===== src/design/uef_defines.svh =====
// register indices, field positions, reset values and counts
`ifndef UEF_DEFINES_SVH
`define UEF_DEFINES_SVH
`define UEF_IDX_INTF   9'h190
`define UEF_IDX_ERRF   9'h192
`define UEF_IDX_ERRE   9'h193
`define UEF_IDX_STAT   9'h194
`define UEF_IDX_CTRL   9'h195
`define UEF_BIT_BTS    7
`define UEF_BIT_OWN    6
`define UEF_BIT_WRT    5
`define UEF_BIT_BTO    4
`define UEF_BIT_BYTE_MULTIPLE_ERROR_FLAG   3
`define UEF_BIT_DATA_CHECKSUM_ERROR_FLAG  2
`define UEF_BIT_TOKEN_CHECKSUM_ERROR_FLAG   1
`define UEF_BIT_PID    0
`define UEF_BIT_DONE   3
`define UEF_BIT_UERR   1
`define UEF_BIT_SUSP   1
`define UEF_RST_ERRF   8'h00
`define UEF_RST_ERRE   8'h00
`define UEF_RST_SUSP   1'b0
`define UEF_RST_STAT   8'h00
`define UEF_TURN_LIMIT 5'h11
`define UEF_TURN_SAT   5'h12
`define UEF_FIFO_DEPTH 3'h4
`endif


===== src/design/uef_pkg.sv =====
// shared types and helpers for the usb error and status block
`include "uef_defines.svh"
package uef_pkg;
  typedef logic [11:0] uef_addr_type;
  typedef logic [7:0]  uef_byte_type;
  typedef logic [8:0]  uef_index_type;

  function automatic uef_addr_type uef_byte_addr(input uef_index_type idx);
    return {1'b0, idx, 2'b00};
  endfunction

  function automatic logic uef_is_mapped(input uef_index_type idx);
    return (idx == `UEF_IDX_INTF) || (idx == `UEF_IDX_ERRF) ||
           (idx == `UEF_IDX_ERRE) || (idx == `UEF_IDX_STAT) ||
           (idx == `UEF_IDX_CTRL);
  endfunction
endpackage


===== src/design/uef_stat_if.sv =====
// carrier between the main block and its status queue
interface uef_stat_if;
  logic                  push_valid;
  uef_pkg::uef_byte_type push_data;
  logic                  pop;
  logic                  full;
  logic                  empty;
  uef_pkg::uef_byte_type head;
  modport fifo (input push_valid, push_data, pop, output full, empty, head);
  modport user (output push_valid, push_data, pop, input full, empty, head);
endinterface


===== src/design/uef_stat_fifo.sv =====
// four-entry queue of completed-transaction status
`include "uef_defines.svh"
module uef_stat_fifo (
  // clock and reset
  input wire logic mclk,
  input wire logic srst,
  // queue port
  uef_stat_if.fifo st
);
  import uef_pkg::*;

  typedef struct packed {
    logic [3:0][7:0] mem;
    logic [1:0]      wr;
    logic [1:0]      rd;
    logic [2:0]      cnt;
  } uef_fifo_state_type;

  uef_fifo_state_type s_q;
  uef_fifo_state_type s_d;
  logic               push_ok;
  logic               pop_ok;

  always_comb begin
    s_d     = s_q;
    push_ok = st.push_valid && (s_q.cnt != `UEF_FIFO_DEPTH);
    pop_ok  = st.pop && (s_q.cnt != 3'h0);
    if (push_ok) begin
      s_d.mem[s_q.wr] = st.push_data;
      s_d.wr          = s_q.wr + 2'h1;
    end
    if (pop_ok) begin
      s_d.rd = s_q.rd + 2'h1;
    end
    s_d.cnt = s_q.cnt + 3'(push_ok) - 3'(pop_ok);
  end

  always_ff @(posedge mclk) begin
    if (srst) begin
      s_q <= '0;
    end else begin
      s_q <= s_d;
    end
  end

  assign st.full  = (s_q.cnt == `UEF_FIFO_DEPTH);
  assign st.empty = (s_q.cnt == 3'h0);
  assign st.head  = s_q.mem[s_q.rd];

  chk_queue_keeps_push: assert property (@(posedge mclk) disable iff (srst)
    st.push_valid && !st.full && !st.pop |=> s_q.cnt == $past(s_q.cnt) + 3'h1)
    else $error("queued status was dropped");
  chk_full_no_overwrite: assert property (@(posedge mclk) disable iff (srst)
    st.full && st.push_valid && !st.pop |=> st.full && st.head == $past(st.head))
    else $error("full queue was overwritten");
  cov_queue_full: cover property (@(posedge mclk) disable iff (srst) st.full);
endmodule


===== src/design/uef_top.sv =====
// usb error flags, error enables and transaction status window
//
// What this block does
// - unowned descriptor on token sets ownership error
// - software write lost to engine write: collision
// - turnaround over 17 bit times flags timeout
// - data field not whole bytes flags error
// - bad token checksum flags error, rejects token
// - one enable per flag at same position
// - finished descriptor use records transaction status
// - queue up to four pending status entries
// - status window valid only while done flag set
// - clearing done flag loads next queued status
// - valid next entry reasserts done flag at once
// - next status kept, never dropped while pending
// - flags set as soon as error is seen
// - enabled flags ORed into summary error bit
// - flags stay set until written zero
//
// Added by the designer: the APB register port.
`include "uef_defines.svh"
module uef_top (
  // clock and reset
  input  wire logic                   mclk,
  input  wire logic                   srst,
  // apb slave
  input  wire logic                   psel,
  input  wire logic                   penable,
  input  wire logic                   pwrite,
  input  wire uef_pkg::uef_addr_type  paddr,
  input  wire logic [31:0]            pwdata,
  output logic [31:0]                 prdata,
  output logic                        pready,
  output logic                        pslverr,
  // serial engine error events
  input  wire logic                   bit_stuff_detect,
  input  wire logic                   data_crc_detect,
  input  wire logic                   pid_check_detect,
  input  wire logic                   token_crc_detect,
  input  wire logic                   data_end,
  input  wire logic [2:0]             data_bit_count,
  input  wire logic                   bit_tick,
  input  wire logic                   turnaround_active,
  // serial engine descriptor and register access
  input  wire logic                   token_service,
  input  wire logic                   descriptor_owner_bit,
  input  wire logic                   engine_reg_wr,
  input  wire uef_pkg::uef_index_type engine_reg_idx,
  // transaction completion
  input  wire logic                   txn_done,
  input  wire uef_pkg::uef_byte_type  txn_status,
  output logic                        txn_refuse,
  // results to the engine and interrupt logic
  output logic                        buffer_access_grant,
  output logic                        token_reject,
  output logic                        usb_error_summary,
  output logic                        transaction_done_flag,
  output logic                        suspend_control
);
  import uef_pkg::*;

  typedef struct packed {
    uef_byte_type err;
    uef_byte_type en;
    logic         susp;
    logic         done;
    uef_byte_type window;
    logic [4:0]   turn_cnt;
    logic [31:0]  rdata;
    logic         grant;
    logic         reject;
  } uef_state_type;

  uef_state_type s_q;
  uef_state_type s_d;
  uef_stat_if    stq ();

  uef_index_type idx;
  logic          setup;
  logic          access;
  logic          mapped;
  logic          wr_req;
  logic          collision;
  logic          wr_ok;
  logic          clear_done;
  logic          load_next;
  logic          turn_over;
  uef_byte_type  set_vec;
  uef_byte_type  keep_mask;
  uef_byte_type  rd_byte;

  uef_stat_fifo u_fifo (
    .mclk (mclk),
    .srst (srst),
    .st   (stq.fifo)
  );

  // apb decode
  assign idx    = paddr[10:2];
  assign setup  = psel && !penable;
  assign access = psel && penable;
  assign mapped = (paddr[1:0] == 2'h0) && !paddr[11] && uef_is_mapped(idx);
  assign wr_req = access && pwrite && mapped;

  // engine writing the same register wins the cycle
  assign collision = wr_req && engine_reg_wr && (engine_reg_idx == idx);
  assign wr_ok     = wr_req && !collision;

  assign pready  = access;
  assign pslverr = access && !mapped;
  assign prdata  = s_q.rdata;

  // turnaround limit passed on this bit time
  assign turn_over = turnaround_active && bit_tick &&
                     (s_q.turn_cnt == `UEF_TURN_LIMIT);

  assign clear_done = wr_ok && (idx == `UEF_IDX_INTF) && !pwdata[`UEF_BIT_DONE];
  // next entry goes straight into the window
  assign load_next  = !stq.empty && (!s_q.done || clear_done);

  // queue side
  assign stq.push_valid = txn_done;
  assign stq.push_data  = txn_status;
  assign stq.pop        = load_next;
  assign txn_refuse     = txn_done && stq.full;

  always_comb begin
    set_vec                = '0;
    set_vec[`UEF_BIT_BTS]  = bit_stuff_detect;
    set_vec[`UEF_BIT_OWN]  = token_service && !descriptor_owner_bit;
    set_vec[`UEF_BIT_WRT]  = collision;
    set_vec[`UEF_BIT_BTO]  = turn_over;
    set_vec[`UEF_BIT_BYTE_MULTIPLE_ERROR_FLAG] = data_end && (data_bit_count != 3'h0);
    set_vec[`UEF_BIT_DATA_CHECKSUM_ERROR_FLAG] = data_crc_detect;
    set_vec[`UEF_BIT_TOKEN_CHECKSUM_ERROR_FLAG] = token_crc_detect;
    set_vec[`UEF_BIT_PID]  = pid_check_detect;
  end

  // read mux
  always_comb begin
    rd_byte = 8'h00;
    unique case (idx)
      `UEF_IDX_INTF: begin
        rd_byte[`UEF_BIT_DONE] = s_q.done;
        rd_byte[`UEF_BIT_UERR] = usb_error_summary;
      end
      `UEF_IDX_ERRF: rd_byte = s_q.err;
      `UEF_IDX_ERRE: rd_byte = s_q.en;
      `UEF_IDX_STAT: rd_byte = s_q.done ? s_q.window : 8'h00;
      `UEF_IDX_CTRL: rd_byte[`UEF_BIT_SUSP] = s_q.susp;
      default:       rd_byte = 8'h00;
    endcase
  end

  always_comb begin
    s_d = s_q;
    // write zero clears, blocked in suspend; a new event wins
    keep_mask = 8'hFF;
    if (wr_ok && (idx == `UEF_IDX_ERRF) && !s_q.susp) begin
      keep_mask = pwdata[7:0];
    end
    s_d.err = (s_q.err & keep_mask) | set_vec;
    if (wr_ok && (idx == `UEF_IDX_ERRE)) begin
      s_d.en = pwdata[7:0];
    end
    if (wr_ok && (idx == `UEF_IDX_CTRL)) begin
      s_d.susp = pwdata[`UEF_BIT_SUSP];
    end
    // turnaround counter in bit times
    if (!turnaround_active) begin
      s_d.turn_cnt = 5'h00;
    end else if (bit_tick && (s_q.turn_cnt != `UEF_TURN_SAT)) begin
      s_d.turn_cnt = s_q.turn_cnt + 5'h01;
    end
    // done flag and status window
    if (load_next) begin
      s_d.window = stq.head;
      s_d.done   = 1'b1;
    end else if (clear_done) begin
      s_d.done = 1'b0;
    end
    // read data latched in the setup cycle
    if (setup) begin
      s_d.rdata = {24'h000000, rd_byte};
    end
    s_d.grant  = token_service && descriptor_owner_bit;
    s_d.reject = token_crc_detect;
  end

  always_ff @(posedge mclk) begin
    if (srst) begin
      s_q.err      <= `UEF_RST_ERRF;
      s_q.en       <= `UEF_RST_ERRE;
      s_q.susp     <= `UEF_RST_SUSP;
      s_q.done     <= 1'b0;
      s_q.window   <= `UEF_RST_STAT;
      s_q.turn_cnt <= 5'h00;
      s_q.rdata    <= 32'h00000000;
      s_q.grant    <= 1'b0;
      s_q.reject   <= 1'b0;
    end else begin
      s_q <= s_d;
    end
  end

  assign usb_error_summary     = |(s_q.err & s_q.en);
  assign transaction_done_flag = s_q.done;
  assign suspend_control       = s_q.susp;
  assign buffer_access_grant   = s_q.grant;
  assign token_reject          = s_q.reject;

  // checks
  chk_owner_error_set: assert property (@(posedge mclk) disable iff (srst)
    token_service && !descriptor_owner_bit |=>
      s_q.err[`UEF_BIT_OWN] && !buffer_access_grant)
    else $error("ownership error not flagged or buffer granted");

  chk_collision_drop: assert property (@(posedge mclk) disable iff (srst)
    collision && (idx == `UEF_IDX_ERRE) |=>
      s_q.err[`UEF_BIT_WRT] && s_q.en == $past(s_q.en))
    else $error("colliding write took effect or was not flagged");

  chk_turn_timeout: assert property (@(posedge mclk) disable iff (srst)
    turnaround_active && bit_tick && s_q.turn_cnt == 5'h10 ##1
      turnaround_active && !bit_tick ##1
      turnaround_active && bit_tick |=> s_q.err[`UEF_BIT_BTO])
    else $error("turnaround timeout missed after 18 bit times");

  chk_token_reject: assert property (@(posedge mclk) disable iff (srst)
    token_crc_detect |=> token_reject && s_q.err[`UEF_BIT_TOKEN_CHECKSUM_ERROR_FLAG])
    else $error("bad token not rejected");

  chk_suspend_lock: assert property (@(posedge mclk) disable iff (srst)
    s_q.susp && wr_ok && idx == `UEF_IDX_ERRF |=> s_q.err == $past(s_q.err | set_vec))
    else $error("error flags changed by write during suspend");

  chk_flag_sticky: assert property (@(posedge mclk) disable iff (srst)
    s_q.err[`UEF_BIT_PID] && !(wr_ok && idx == `UEF_IDX_ERRF) |=> s_q.err[`UEF_BIT_PID])
    else $error("error flag cleared without a write");

  chk_summary_or: assert property (@(posedge mclk) disable iff (srst)
    (set_vec & s_q.en) != 8'h00 |=> usb_error_summary)
    else $error("enabled error did not reach summary");

  chk_done_reload: assert property (@(posedge mclk) disable iff (srst)
    clear_done && !stq.empty |=> transaction_done_flag && s_q.window == $past(stq.head))
    else $error("done flag not reasserted with next entry");

  chk_window_gate: assert property (@(posedge mclk) disable iff (srst)
    setup && !s_q.done && idx == `UEF_IDX_STAT |=> prdata == 32'h00000000)
    else $error("status window read valid without done flag");

  chk_refuse_full: assert property (@(posedge mclk) disable iff (srst)
    txn_done && stq.full |-> txn_refuse)
    else $error("full queue did not refuse transaction");

  cov_reload: cover property (@(posedge mclk) disable iff (srst)
    clear_done && !stq.empty);
  cov_timeout: cover property (@(posedge mclk) disable iff (srst) turn_over);
  cov_collision: cover property (@(posedge mclk) disable iff (srst) collision);
  cov_refuse: cover property (@(posedge mclk) disable iff (srst) txn_refuse);
endmodule


===== config.mk =====
export PLATFORM = sky130hd
export DESIGN_NAME = uef_top
export DESIGN_NICKNAME = d
export VERILOG_FILES = /design/src/design/uef_pkg.sv /design/src/design/uef_stat_if.sv /design/src/design/uef_stat_fifo.sv /design/src/design/uef_top.sv
export VERILOG_INCLUDE_DIRS = /design/src /design/src/design
export SDC_FILE = /design/constraint.sdc
export NUM_CORES = 1
export LEC_CHECK = 0
export ABC_AREA = 1
export BUFFER_PORTS_ARGS = -buffer_cell sky130_fd_sc_hd__clkbuf_2
export CAP_MARGIN = 5
export CORE_ASPECT_RATIO = 0.9
export CORE_MARGIN = 2
export CORE_UTILIZATION = 45
export CTS_BUF_LIST = sky130_fd_sc_hd__clkbuf_4 sky130_fd_sc_hd__clkbuf_8 sky130_fd_sc_hd__clkbuf_16
export DETAILED_ROUTE_END_ITERATION = 10
export PLACE_DENSITY = 0.78
export SYNTH_ARGS = -nofsm -noshare
export SYNTH_HDL_FRONTEND = slang
export SYNTH_SLANG_ARGS = --single-unit

===== constraint.sdc =====
create_clock -name mclk -period 5.2 [get_ports mclk]
set_clock_uncertainty 0.15 [all_clocks]
set_input_delay 0.78 -clock mclk [delete_from_list [all_inputs] [get_ports mclk]]
set_output_delay 0.78 -clock mclk [all_outputs]
set_load 0.02 [all_outputs]

# Word-level counts from Yosys, hierarchy flattened

Index checks and enable logic that the tools add are counted.

Output and inout bits: 40
Word-level logic and storage cells: 100
Register bits after elaboration: 80
Input port bits: 80

Equal/unequal tests: 10
Muxes and demuxes: 14
Add/sub/neg operators: 5
Bitwise logic cells: 4
Magnitude comparators: 3
Reduce and logical (&&, ||, !) cells: 48

Operator list:

| operator            | count |
|---|---|
| $eq 9x9->1 const B  | 5 |
| $bwmux 32           | 1 |
| $mux 8              | 4 |
| $logic_and 1x1->1   | 27 |
| $and 8x8->8         | 2 |
| $bmux 8 s2          | 1 |
| $demux 8 s2         | 1 |
| $pmux 4 s3          | 1 |
| $eq 9x9->1          | 1 |
| $logic_not 1->1     | 9 |
| $or 8x8->8          | 1 |
| $reduce_or 8->1     | 1 |
| $lt 2x3->1 const B  | 2 |
| $pmux 1 s3          | 2 |
| $reduce_bool 3->1   | 2 |
| $add 5x1->5 const B | 1 |
| $eq 5x5->1 const B  | 1 |
| $logic_or 1x1->1    | 5 |
| $ne 5x5->1 const B  | 1 |
| $pmux 1 s5          | 1 |
| $add 2x1->2 const B | 2 |
| $pmux 1 s4          | 1 |
| $add 3x1->3         | 1 |
| $eq 3x3->1 const B  | 1 |
| 9 further kinds     | 10 |

# Logic depth before layout (Yosys ltp)

Gate-level depths: netlist of the first run.

Depth in word-level cells: 17
Gate-level depth with buffers: 19
Mapped depth without buffers: 19

# Hierarchy

A second synthesis of the first run with hierarchy kept.

Cells, all modules: 705
Area, all modules: 4,680.7 µm²

By module, submodules not included:

| module        | area an instance (µm²) | cells an instance | instances |
|---|---|---|---|
| uef_top       | 2,454.9                | 355               | 1 |
| uef_stat_fifo | 2,225.9                | 350               | 1 |

# Worst setup path before layout of the first run

Ideal clock, no wire load.

Kind: input to register
Start point: input port paddr[3]
End point: register u_fifo.s_q[2] in the netlist's numbering
Arrival time: 2.791 ns
Slack: 2.189 ns
Stages: 17
Buffers on the path: 0
Cell sequence: nor2_1 -> nand2_1 -> nor3_2 -> nor2_1 -> nor2_4 -> nand4_1 -> nand2_2 -> nand2_1 -> clkinv_2 -> ha_1 -> inv_1 -> ha_1 -> inv_1 -> fa_1 -> inv_1 -> o21ai_0 -> a21oi_1

Longest elaborated chain between the ends: 17
Elaborated cells on any way between the ends: 22
Those cells by class: add/sub (1); eq/ne (6); reduce/logical (15)

Ends and longest elaborated chain:

| item                                | RTL line            | source |
|---|---|---|
| from (decl)                         | uef_top.sv:30       | `input wire uef_pkg::uef_addr_type paddr,` |
| $eq 9x9->1                          | --                  |  |
| $logic_or 1x1->1 (4 in series)      | uef_pkg.sv:13       | `` return (idx == `UEF_IDX_INTF) \|\| (idx == `UEF_IDX_ERRF) \|\| `` |
| $logic_and 1x1->1                   | uef_top.sv:102      | `assign mapped = (paddr[1:0] == 2'h0) && !paddr[11] && uef_is_mapped(idx);` |
| $logic_and 1x1->1                   | uef_top.sv:103      | `assign wr_req = access && pwrite && mapped;` |
| $logic_and 1x1->1 (2 in series)     | uef_top.sv:106      | `assign collision = wr_req && engine_reg_wr && (engine_reg_idx == idx);` |
| $logic_not 1->1                     | uef_top.sv:107      | `assign wr_ok = wr_req && !collision;` |
| $logic_and 1x1->1                   | uef_top.sv:107      |  |
| $logic_and 1x1->1 (*) (2 in series) | uef_top.sv:117      | `` assign clear_done = wr_ok && (idx == `UEF_IDX_INTF) && !pwdata[`UEF_BIT_DONE]; `` |
| $logic_or 1x1->1 (*)                | uef_top.sv:119      | `assign load_next = !stq.empty && (!s_q.done \|\| clear_done);` |
| $logic_and 1x1->1 (*)               | uef_top.sv:119      |  |
| via load_next                       | uef_top.sv:86       | `logic load_next;` |
| $logic_and 1x1->1 (*)               | uef_stat_fifo.sv:27 | `pop_ok = st.pop && (s_q.cnt != 3'h0);` |
| $sub 3x1->3 (*)                     | uef_stat_fifo.sv:35 | `s_d.cnt = s_q.cnt + 3'(push_ok) - 3'(pop_ok);` |
| to (signal assigned)                | uef_stat_fifo.sv:40 | `s_q <= '0;` |
| to (signal assigned)                | uef_stat_fifo.sv:42 | `s_q <= s_d;` |
| to (decl)                           | uef_stat_fifo.sv:19 | `uef_fifo_state_type s_q;` |

Mark *: on every way through the listed nets, which the timed path passes. The rest lies on a longest branch.
A chain may end at the register's enable or synchronous reset.

# Final worst setup path of the first run

Same ends and word-level chain as after synthesis.

==> results of run 1 <==
==> path summary, 6_finish.rpt <==
check	endpoint	slack, ns	cells after the start
worst max-delay path	u_fifo.s_q[2]$_SDFF_PP0_	1.94	18
worst min register to register	u_fifo.s_q[9]$_SDFFE_PP0P_	0.30	2
worst min-delay path	u_fifo.s_q[9]$_SDFFE_PP0P_	0.30	2
worst max register to register	u_fifo.s_q[2]$_SDFF_PP0_	2.62	12
==> worst max-delay path, delay by kind of cell <==
family | cells | cell delay, ns
fa+ha+maj | 3 | 0.73
compound gates | 2 | 0.20
simple gates | 8 | 1.26
buf+inv | 5 | 0.42
==> placed cells by master, fill, tap and decap left out, drive strengths merged, types with 2 or more instances in the layout <==
cell and count:
nand2 103, a21oi 87, inv 81, clkbuf 81, dfxtp 80, nor2 55, o21ai 51, nand3 43
conb 24, ha 9, clkinv 8, nor3 6, o211ai 5, xnor2 3, nand4 3, o22ai 2
o221ai 2, clkinvlp 2
==> stage by stage <==
step / power (mW) / setup WS [ns] / area, µm² / cells
global placement: 1.23 / 1.70 / 4440 / 765
detailed placement: 1.25 / 1.59 / 4440 / 765
CTS: 1.70 / 1.96 / 4630 / 780
finish: 1.69 / 1.94 / 4630 / 780
global route: 1.81 / 1.69 / 4630 / 780
floorplan: 1.15 / 2.19 / 4260 / 624
==> registers in the layout, indices dropped and copies added (netlist names) <==
signal / count
prdata: 8
s_q: 29
buffer_access_grant: 1
transaction_done_flag: 1
u_fifo.s_q: 39
token_reject: 1
suspend_control: 1
==> per-layer routing <==
metal	part of all wire	track usage	vias up
li1	-	-	1993
met1	0.44	0.251	1763
met2	0.46	0.327	189
met3	0.087	0.0519	12
met4	0.015	0.0800	0
met5	0	0	-
==> power groups by stage <==
stage	logic, mW	registers (mW)	clock network, mW
2_1_floorplan	0.403	0.746	0
3_3_place_gp	0.440	0.791	0
3_5_place_dp	0.461	0.792	0
4_1_cts	0.464	0.779	0.457
5_1_grt	0.535	0.795	0.483
6_report	0.463	0.783	0.449
==> cells by family (layout without fill, tap and decap cells) <==
logic type,count (synthesis),count (layout),synth area share
xor gates and xnor gates,4,4,0.00840
adders and majority gates,10,10,0.0318
other,1,24,0.000899
DFF,80,80,0.384
buffers and inverters,140,174,0.159
and+or+nand+nor,213,213,0.223
AOI/OAI and AO/OA,153,153,0.194
==> area by class of cell <==
type	count	area, µm²	share of cell area
timing repair buffer	72	363	0.0783
clock inverter	5	58.8	0.0127
clock buffer	10	131	0.0283
tap	122	153	0.0329
multi-input combinational	404	1990	0.430
inverter	87	334	0.0721
sequential	80	1600	0.346
==> metrics.txt, run 1 <==
share of layout cells above drive strength 1=0.157; yosys warns=0; Max FO, Critical Path=12; largest net degree at the start of global routing=35; most frequent CP cell=inv_1; Net Switching=0.608 mW; DP Wirelength=7170 µm; global-route usage over all layers=0.199; Sequential Power Share=0.462; Synth Area per Inst=6.94 µm²; number of diodes=0; Setup crit end kind=flop; CTS Buf Count=9; RSZ-0062 raised after global routing=no; cell internal pwr=1.09 mW; Worst Hold Class=flop to flop; R2R Path Start=u_fifo.s_q[1]$_SDFF_PP0_; Worst EP arrival=3.39 ns; Yosys reg bits=80; Initial Utilization=0.461; Tcrit/Tclk final=0.627; antenna violations before repair=0; Worst Setup SP=paddr[3]; Die Y=95.3 µm; dominant cell by count in the synthesized netlist=nand2_1; Sw Ratio=0.359; CP Launch Type=input port; vias in the first global route=3,630; Clock Path Buffers=2; Remaining DRCs=0; H-Tree Depth=3; Clock transition at path regs=0.08 ns; clock latency on the worst-skew pair=0.36 ns; Power Density=366 nW/µm²; sequential area share after synthesis=0.384; drt first pass iters=5; PortBufs=71; core area=9040 µm²; final net count=744; # resized after CTS=0; fillers=881; top-area cell type share of the netlist area=0.384; ys async rst share=0; Crit Path Class=input port to flop; setup TNS=0 ns; clock root buffer master=clkbuf_8; vias per std cell=5.07; Slew Viols, Final=0; First DRT Iteration DRCs=387; synth cell count leaders=100 x nand2_1, 87 x a21oi_1, 80 x dfxtp_1; first-pass GRT wire length=16,200 µm; Core Rows=33; max_slew headroom=0.364; Sink Count=80; Final Core Density=0.513; min-delay src=u_fifo.s_q[9]$_SDFFE_PP0P_; largest cells by area after synthesis=dfxtp_1 38%, a21oi_1 10%, nand2_1 9.0%; Worst IR Drop VDD=0.221 mV; average wire per standard cell=12.5 µm; CTS Hold Buffers Added=0; crit-path cells=clkbuf_2, nor2_1, nand2_1, nor3_2, nor2_1, nor2_4, nand4_1, nand2_2, nand2_1, clkinv_2, ha_1, inv_1, ha_1, inv_1, fa_1, inv_1, o21ai_0, a21oi_1; hold slack=0.304 ns; Clk pwr share=0.265; I/O pins=120; area grow syn2layout=11.1%; post-route minimum period=3.26 ns; Post-synth EDFFs=0; Overflow after GRT=0; status=completed; Synth cell types=42; fmax=0.307 GHz; Die X=105 µm; Yosys top cell by area=dfxtp_1; Critical Path RT=5.33 ns; max_cap viols=0; Top FF cell, synth=dfxtp_1; endpoints failing setup=0; Die ar.=10,100 µm²; Final ANT Viol Nets=0; Post-CTS Setup Bufs=0; GPL Wtd Cong=0.917; CTS tree=done; worst slew pin tran=0.953 ns; leakage=2.08 nW; final hold vios=0; CP max stage delay=0.35 ns; Detailed Route WL=9740 µm; detailed-route via count=3,957; Post-Syn Area=4170 µm²; Crit-path slowest cell=fa_1; combinational share of power=0.273; cell count after synthesis=601
Power figures use the tool's default switching activity.
==> run 2, diff against run 1 <==
- clock period: 5.2 -> 3.25 ns (I/O delays scaled with it)
==> run 2 against run 1 <==
Effect of this change: largest cell class unchanged; non-clock buffer count rose by 3; final cell count increased by 0.38%; hold slack worse by 0.12 ns; register-to-register slack got worse by 2.0 ns; worst setup slack worse by 1.5 ns.
==> metrics.txt, run 2 (same netlist as run 1, synthesis figures left out) <==
global-route usage over all layers=0.199; Initial Utilization=0.461; Worst EP arrival=2.96 ns; H-Tree Depth=3; post-route minimum period=2.83 ns; detailed-route via count=3,969; worst reg2reg path depth=12; Net Switching=0.974 mW; Reg with most FFs=u_fifo.s_q; DP Wirelength=7180 µm; Buf+Inv Stages, Crit Path=5; Worst Hold Depth=3; core area=9040 µm²; PortBufs=71; share of layout cells above drive strength 1=0.160; fmax=0.354 GHz; endpoints failing setup=0; final net count=747; fillers=873; Slew Viols, Final=0; Final ANT Viol Nets=0; number of diodes=0; Clk pwr share=0.323; Overflow after GRT=0; Tcrit/Tclk final=0.870; worst slew pin tran=0.792 ns; dpl cell area=4470 µm²; CP top delay family=simple AND/OR/NAND/NOR gates; crit-path cells=clkbuf_2, nor2_1, nand2_1, nor3_2, nor2_1, nor2_4, nand4_1, nand2_2, nand2_1, clkinv_2, ha_1, inv_1, ha_1, inv_1, fa_1, inv_1, o21ai_0, a21oi_1; largest net degree at the start of global routing=46; Sequential Power Share=0.411; average wire per standard cell=12.6 µm; most frequent CP cell=inv_1; final hold vios=0; Die X=105 µm; CTS Hold Buffers Added=0; CTS Buf Count=9; most frequent cells in the layout=100 x nand2_1, 87 x a21oi_1, 80 x dfxtp_1; Crit-path slowest cell=fa_1; max_slew headroom=0.468; Remaining DRCs=0; most common cell after layout, fill and taps aside=nand2_1; antenna violations before repair=0; RSZ-0062 raised after global routing=no; vias per std cell=5.07; Post-CTS Setup Bufs=0; first-pass GRT wire length=16,200 µm; Core Rows=33; max_cap viols=0; Worst Hold Class=input port to flop; cell depth of the worst setup path=18; Die ar.=10,100 µm²; Die Y=95.3 µm; max FFs per register=39; Clock Path Buffers=2; Max FO, Critical Path=10; setup TNS=0 ns; Critical Path RT=3.39 ns; Sink Count=80; I/O pins=120; Setup crit end kind=flop; combinational share of power=0.266; area grow syn2layout=13.4%; Clock transition at path regs=0.08 ns; cell internal pwr=1.99 mW; Worst IR Drop VDD=0.296 mV; Sw Ratio=0.329; leakage=2.13 nW; # resized after CTS=0; status=completed; Power Density=626 nW/µm²; post-route cell area=4730 µm²; vias in the first global route=3,629; CP Launch Type=input port; First DRT Iteration DRCs=251; CTS tree=done; clock latency on the worst-skew pair=0.35 ns; CP max stage delay=0.36 ns; drt first pass iters=5; clock root buffer master=clkbuf_8; Detailed Route WL=9900 µm; Crit Path Class=input port to flop; GPL Wtd Cong=0.912
-- run 2: cell types whose count changed in the layout (fill, tap and decap cells not counted), sizes merged --
cell	previous run	this run
clkinv	8	6
buf	1	4
bufinv	1	4
clkinvlp	2	0
inv	81	82
-- run 2: power by group through the flow --
stage               registers (mW)  logic, mW  clock network (mW)
global placement              1.23      0.760                   0
detailed placement            1.24      0.787                   0
CTS                           1.21      0.791               0.964
floorplan                     1.19      0.645                   0
finish                        1.22      0.788               0.957
global route                  1.23      0.910               0.997
-- run 2: worst paths after layout --
kind	from	end	slack, ns
min	pid_check_detect	s_q[57]$_SDFF_PP0_	0.18
max reg2reg	u_fifo.s_q[1]$_SDFF_PP0_	u_fifo.s_q[2]$_SDFF_PP0_	0.60
max	paddr[3]	u_fifo.s_q[2]$_SDFF_PP0_	0.42
min reg2reg	u_fifo.s_q[37]$_SDFFE_PP0P_	u_fifo.s_q[37]$_SDFFE_PP0P_	0.30
-- run 2: layout make-up --
class                           instances  area (µm²)  share of cell area
Multi-Input combinational cell        404        1990               0.422
Sequential cell                        80        1600               0.339
Timing Repair Buffer                   75         385              0.0815
Inverter                               87         334              0.0707
Tap cell                              122         153              0.0323
Clock buffer                           10         131              0.0278
Clock inverter                          5         129              0.0273
-- run 2: metrics by stage --
stage | hold slack, ns | util | power, mW | setup slack [ns] | instances
after global routing | 0.195 | 0.523 | 3.14 | 0.199 | 783
after floorplan | 0.279 | - | 1.84 | 0.532 | 624
after detailed placement | 0.296 | 0.494 | 2.02 | 0.0668 | 768
after global placement | 0.289 | 0.494 | 1.99 | 0.191 | 768
final | 0.182 | 0.523 | 2.96 | 0.424 | 783
after CTS | 0.185 | 0.523 | 2.97 | 0.417 | 783
-- run 2: worst reg2reg max path: stages, from the launching register on --
cell	delay, ns
dfxtp_1	0.36
nor3_1	0.30
inv_1	0.24
nand2_1	0.16
clkinv_2	0.16
ha_1	0.32
inv_1	0.06
ha_1	0.13
inv_1	0.05
fa_1	0.36
inv_1	0.09
o21ai_0	0.09
a21oi_1	0.13
-- run 2: metal layers --
layer | GRT usage | wire length [µm]
met1 | 0.252 | 4500
met2 | 0.341 | 4530
met3 | 0.0280 | 638
met4 | 0.0856 | 230
met5 | 0 | 0
==> run 3, diff against run 2 <==
- ABC_AREA: 1 -> not set
==> run 3 against run 2 <==
Effect of this change: combinational power fell by 14%; final area rose by 0.95%; fmax rose by 4.9%; non-clock buffer count rose by 3; utilization fell by 0.21 points; synthesized area rose by 2.0%; hold slack got worse by 0.0030 ns; worst setup slack improved by 0.13 ns; power fell by 9.9%.
==> metrics.txt, run 3 <==
average wire per standard cell=14.7 µm; Final ANT Viol Nets=0; hold slack=0.179 ns; Top FF cell, synth=dfxtp_1; vias per std cell=5.49; leakage=1.81 nW; vias in the first global route=3,397; dominant cell by count in the synthesized netlist=dfxtp_1; CP Launch Type=input port; Sink Count=80; Core Rows=33; top-area cell type share of the netlist area=0.376; Synth Area per Inst=8.72 µm²; fmax=0.371 GHz; first-pass GRT wire length=16,000 µm; Worst Hold Class=input port to flop; largest net degree at the start of global routing=46; CP endpoint=u_fifo.s_q[2]$_SDFF_PP0_; clock root buffer master=clkbuf_8; I/O pins=120; most frequent cells in the layout=80 x dfxtp_1, 71 x clkbuf_2, 54 x a21oi_1; r2r setup slk=0.57 ns; core area=9170 µm²; RR Endpoint=u_fifo.s_q[2]$_SDFF_PP0_; First DRT Iteration DRCs=256; ys async rst share=0; fillers=888; CP top delay family=adder cells; global-route usage over all layers=0.197; Post-Synth Adder-Cell Area=0.0312; CTS Buf Count=9; final net count=630; setup TNS=0 ns; Layout Cells excl Fill=667; area grow syn2layout=12.2%; CTS tree=done; H-Tree Depth=3; share of layout cells above drive strength 1=0.229; Detailed Route WL=9780 µm; endpoints failing setup=0; Reg with most FFs=u_fifo.s_q; Critical Path RT=3.31 ns; Setup crit end kind=flop; CP max stage delay=0.37 ns; simple-gate portion of the synthesized area=0.221; sequential area share after synthesis=0.376; max FFs per register=39; largest cells by area after synthesis=dfxtp_1 38%, a21oi_1 6.4%, buf_4 6.0%; Clock Path Buffers=2; Die ar.=10,200 µm²; Synth Area in Compound Gates=0.176; Post-CTS Setup Bufs=0; number of diodes=0; post-route minimum period=2.69 ns; Buf+Inv Stages, Crit Path=3; Initial Utilization=0.464; Tcrit/Tclk final=0.829; final hold vios=0; # resized after CTS=0; Crit Path Class=input port to flop; crit-path cells=clkbuf_2, xnor2_2, and4b_1, a31o_2, nor2_2, ha_1, inv_1, ha_1, inv_1, fa_1, xor2_1, xnor2_1, nor2_1; clock latency on the worst-skew pair=0.36 ns; Worst EP arrival=2.75 ns; Remaining DRCs=0; yosys warns=0; max_slew headroom=0.372; Die Y=96.2 µm; detailed-route via count=3,661; post-synthesis mux area share=0.0606; largest family of logic cells by synthesized area=simple AND/OR/NAND/NOR gates; Synth cell types=63; Post-Syn Area=4250 µm²; most common cell after layout, fill and taps aside=dfxtp_1; Placement Setup Slack=0.203 ns; Crit-path slowest cell=fa_1; Overflow after GRT=0; worst reg2reg path depth=11; RSZ-0062 raised after global routing=no; Power Density=559 nW/µm²; Placed Cells=651; cell count after synthesis=488; worst setup margin=0.555 ns; drt first pass iters=5; Clock transition at path regs=0.09 ns; synth cell count leaders=80 x dfxtp_1, 54 x a21oi_1, 48 x nand2_1; DP Wirelength=7110 µm; antenna violations before repair=0; Post-synth EDFFs=0; max_cap viols=0; Worst IR Drop VDD=0.256 mV; cell depth of the worst setup path=13; R2R Path Start=u_fifo.s_q[1]$_SDFF_PP0_; GPL Wtd Cong=0.840; Max FO, Critical Path=11; Die X=106 µm; Yosys reg bits=80; CTS Hold Buffers Added=0; Yosys top cell by area=dfxtp_1; worst slew pin tran=0.941 ns; Worst Setup SP=paddr[3]; Post-Synth XOR/XNOR Area=0.0347; status=completed; Slew Viols, Final=0; PortBufs=71
-- run 3: cell count changes after synthesis, sizes merged, moves of 11 or more --
cell   previous run  this run
nand2           103        49
o21ai            51        18
nor2             55        33
inv              81        13
nand4             3        15
a21oi            87        54
a22oi             0        11
-- run 3: final cells by class --
class / count / area [µm²] / area share
Timing Repair Buffer: 78 / 420 / 0.0881
Inverter: 13 / 48.8 / 0.0102
Tap cell: 122 / 153 / 0.0320
Clock buffer: 10 / 138 / 0.0288
Clock inverter: 6 / 91.3 / 0.0191
Multi-Input combinational cell: 358 / 2320 / 0.486
Sequential cell: 80 / 1600 / 0.336
-- run 3: how the worst min path moves through the flow --
stage	from	endpoint	slack, ns	depth (start not counted)
2_1_floorplan	prdata[3]$_SDFFE_PP0P_	prdata[3]$_SDFFE_PP0P_	0.28	2
3_3_place_gp	u_fifo.s_q[17]$_SDFFE_PP0P_	u_fifo.s_q[17]$_SDFFE_PP0P_	0.29	2
3_5_place_dp	u_fifo.s_q[11]$_SDFFE_PP0P_	u_fifo.s_q[11]$_SDFFE_PP0P_	0.30	2
4_1_cts	token_service	buffer_access_grant$_SDFF_PP0_	0.16	3
5_1_grt	token_service	buffer_access_grant$_SDFF_PP0_	0.19	3
6_report	token_service	buffer_access_grant$_SDFF_PP0_	0.18	3
-- run 3: layer usage --
| layer | global-route usage | routed length [µm] | vias up |
|---|---|---|---|
| met5 | 0 | 0 | - |
| met4 | 0.0714 | 75 | 0 |
| met3 | 0.0535 | 750 | 6 |
| met2 | 0.341 | 4750 | 135 |
| met1 | 0.237 | 4210 | 1727 |
| li1 | - | - | 1793 |
-- run 3: where the power goes --
group	switching, mW	leakage, nW	internal (mW)
logic	0.401	1.05	0.280
clock network	0.368	0.105	0.456
registers	0.0989	0.651	1.06
total	0.868	1.81	1.80
-- run 3: tightest hold or removal path, cell delays in order --
cell	delay (ns)
clkbuf_2	0.09
nand2_1	0.05
nor2_1	0.03
-- run 3: kinds of logic after synthesis --
logic type / after synthesis
AOI/OAI and AO/OA: 117
xor gates and xnor gates: 16
adders and majority gates: 10
buffers and inverters: 73
DFF: 80
muxes: 15
other: 1
and+or+nand+nor: 176
-- run 3: stage by stage --
stage	instance area (µm²)	util	total power, mW
finish	4770	0.521	2.67
global route	4770	0.521	2.84
CTS	4770	0.521	2.69
detailed placement	4540	0.496	1.87
global placement	4540	0.496	1.84
floorplan	4340	-	1.70
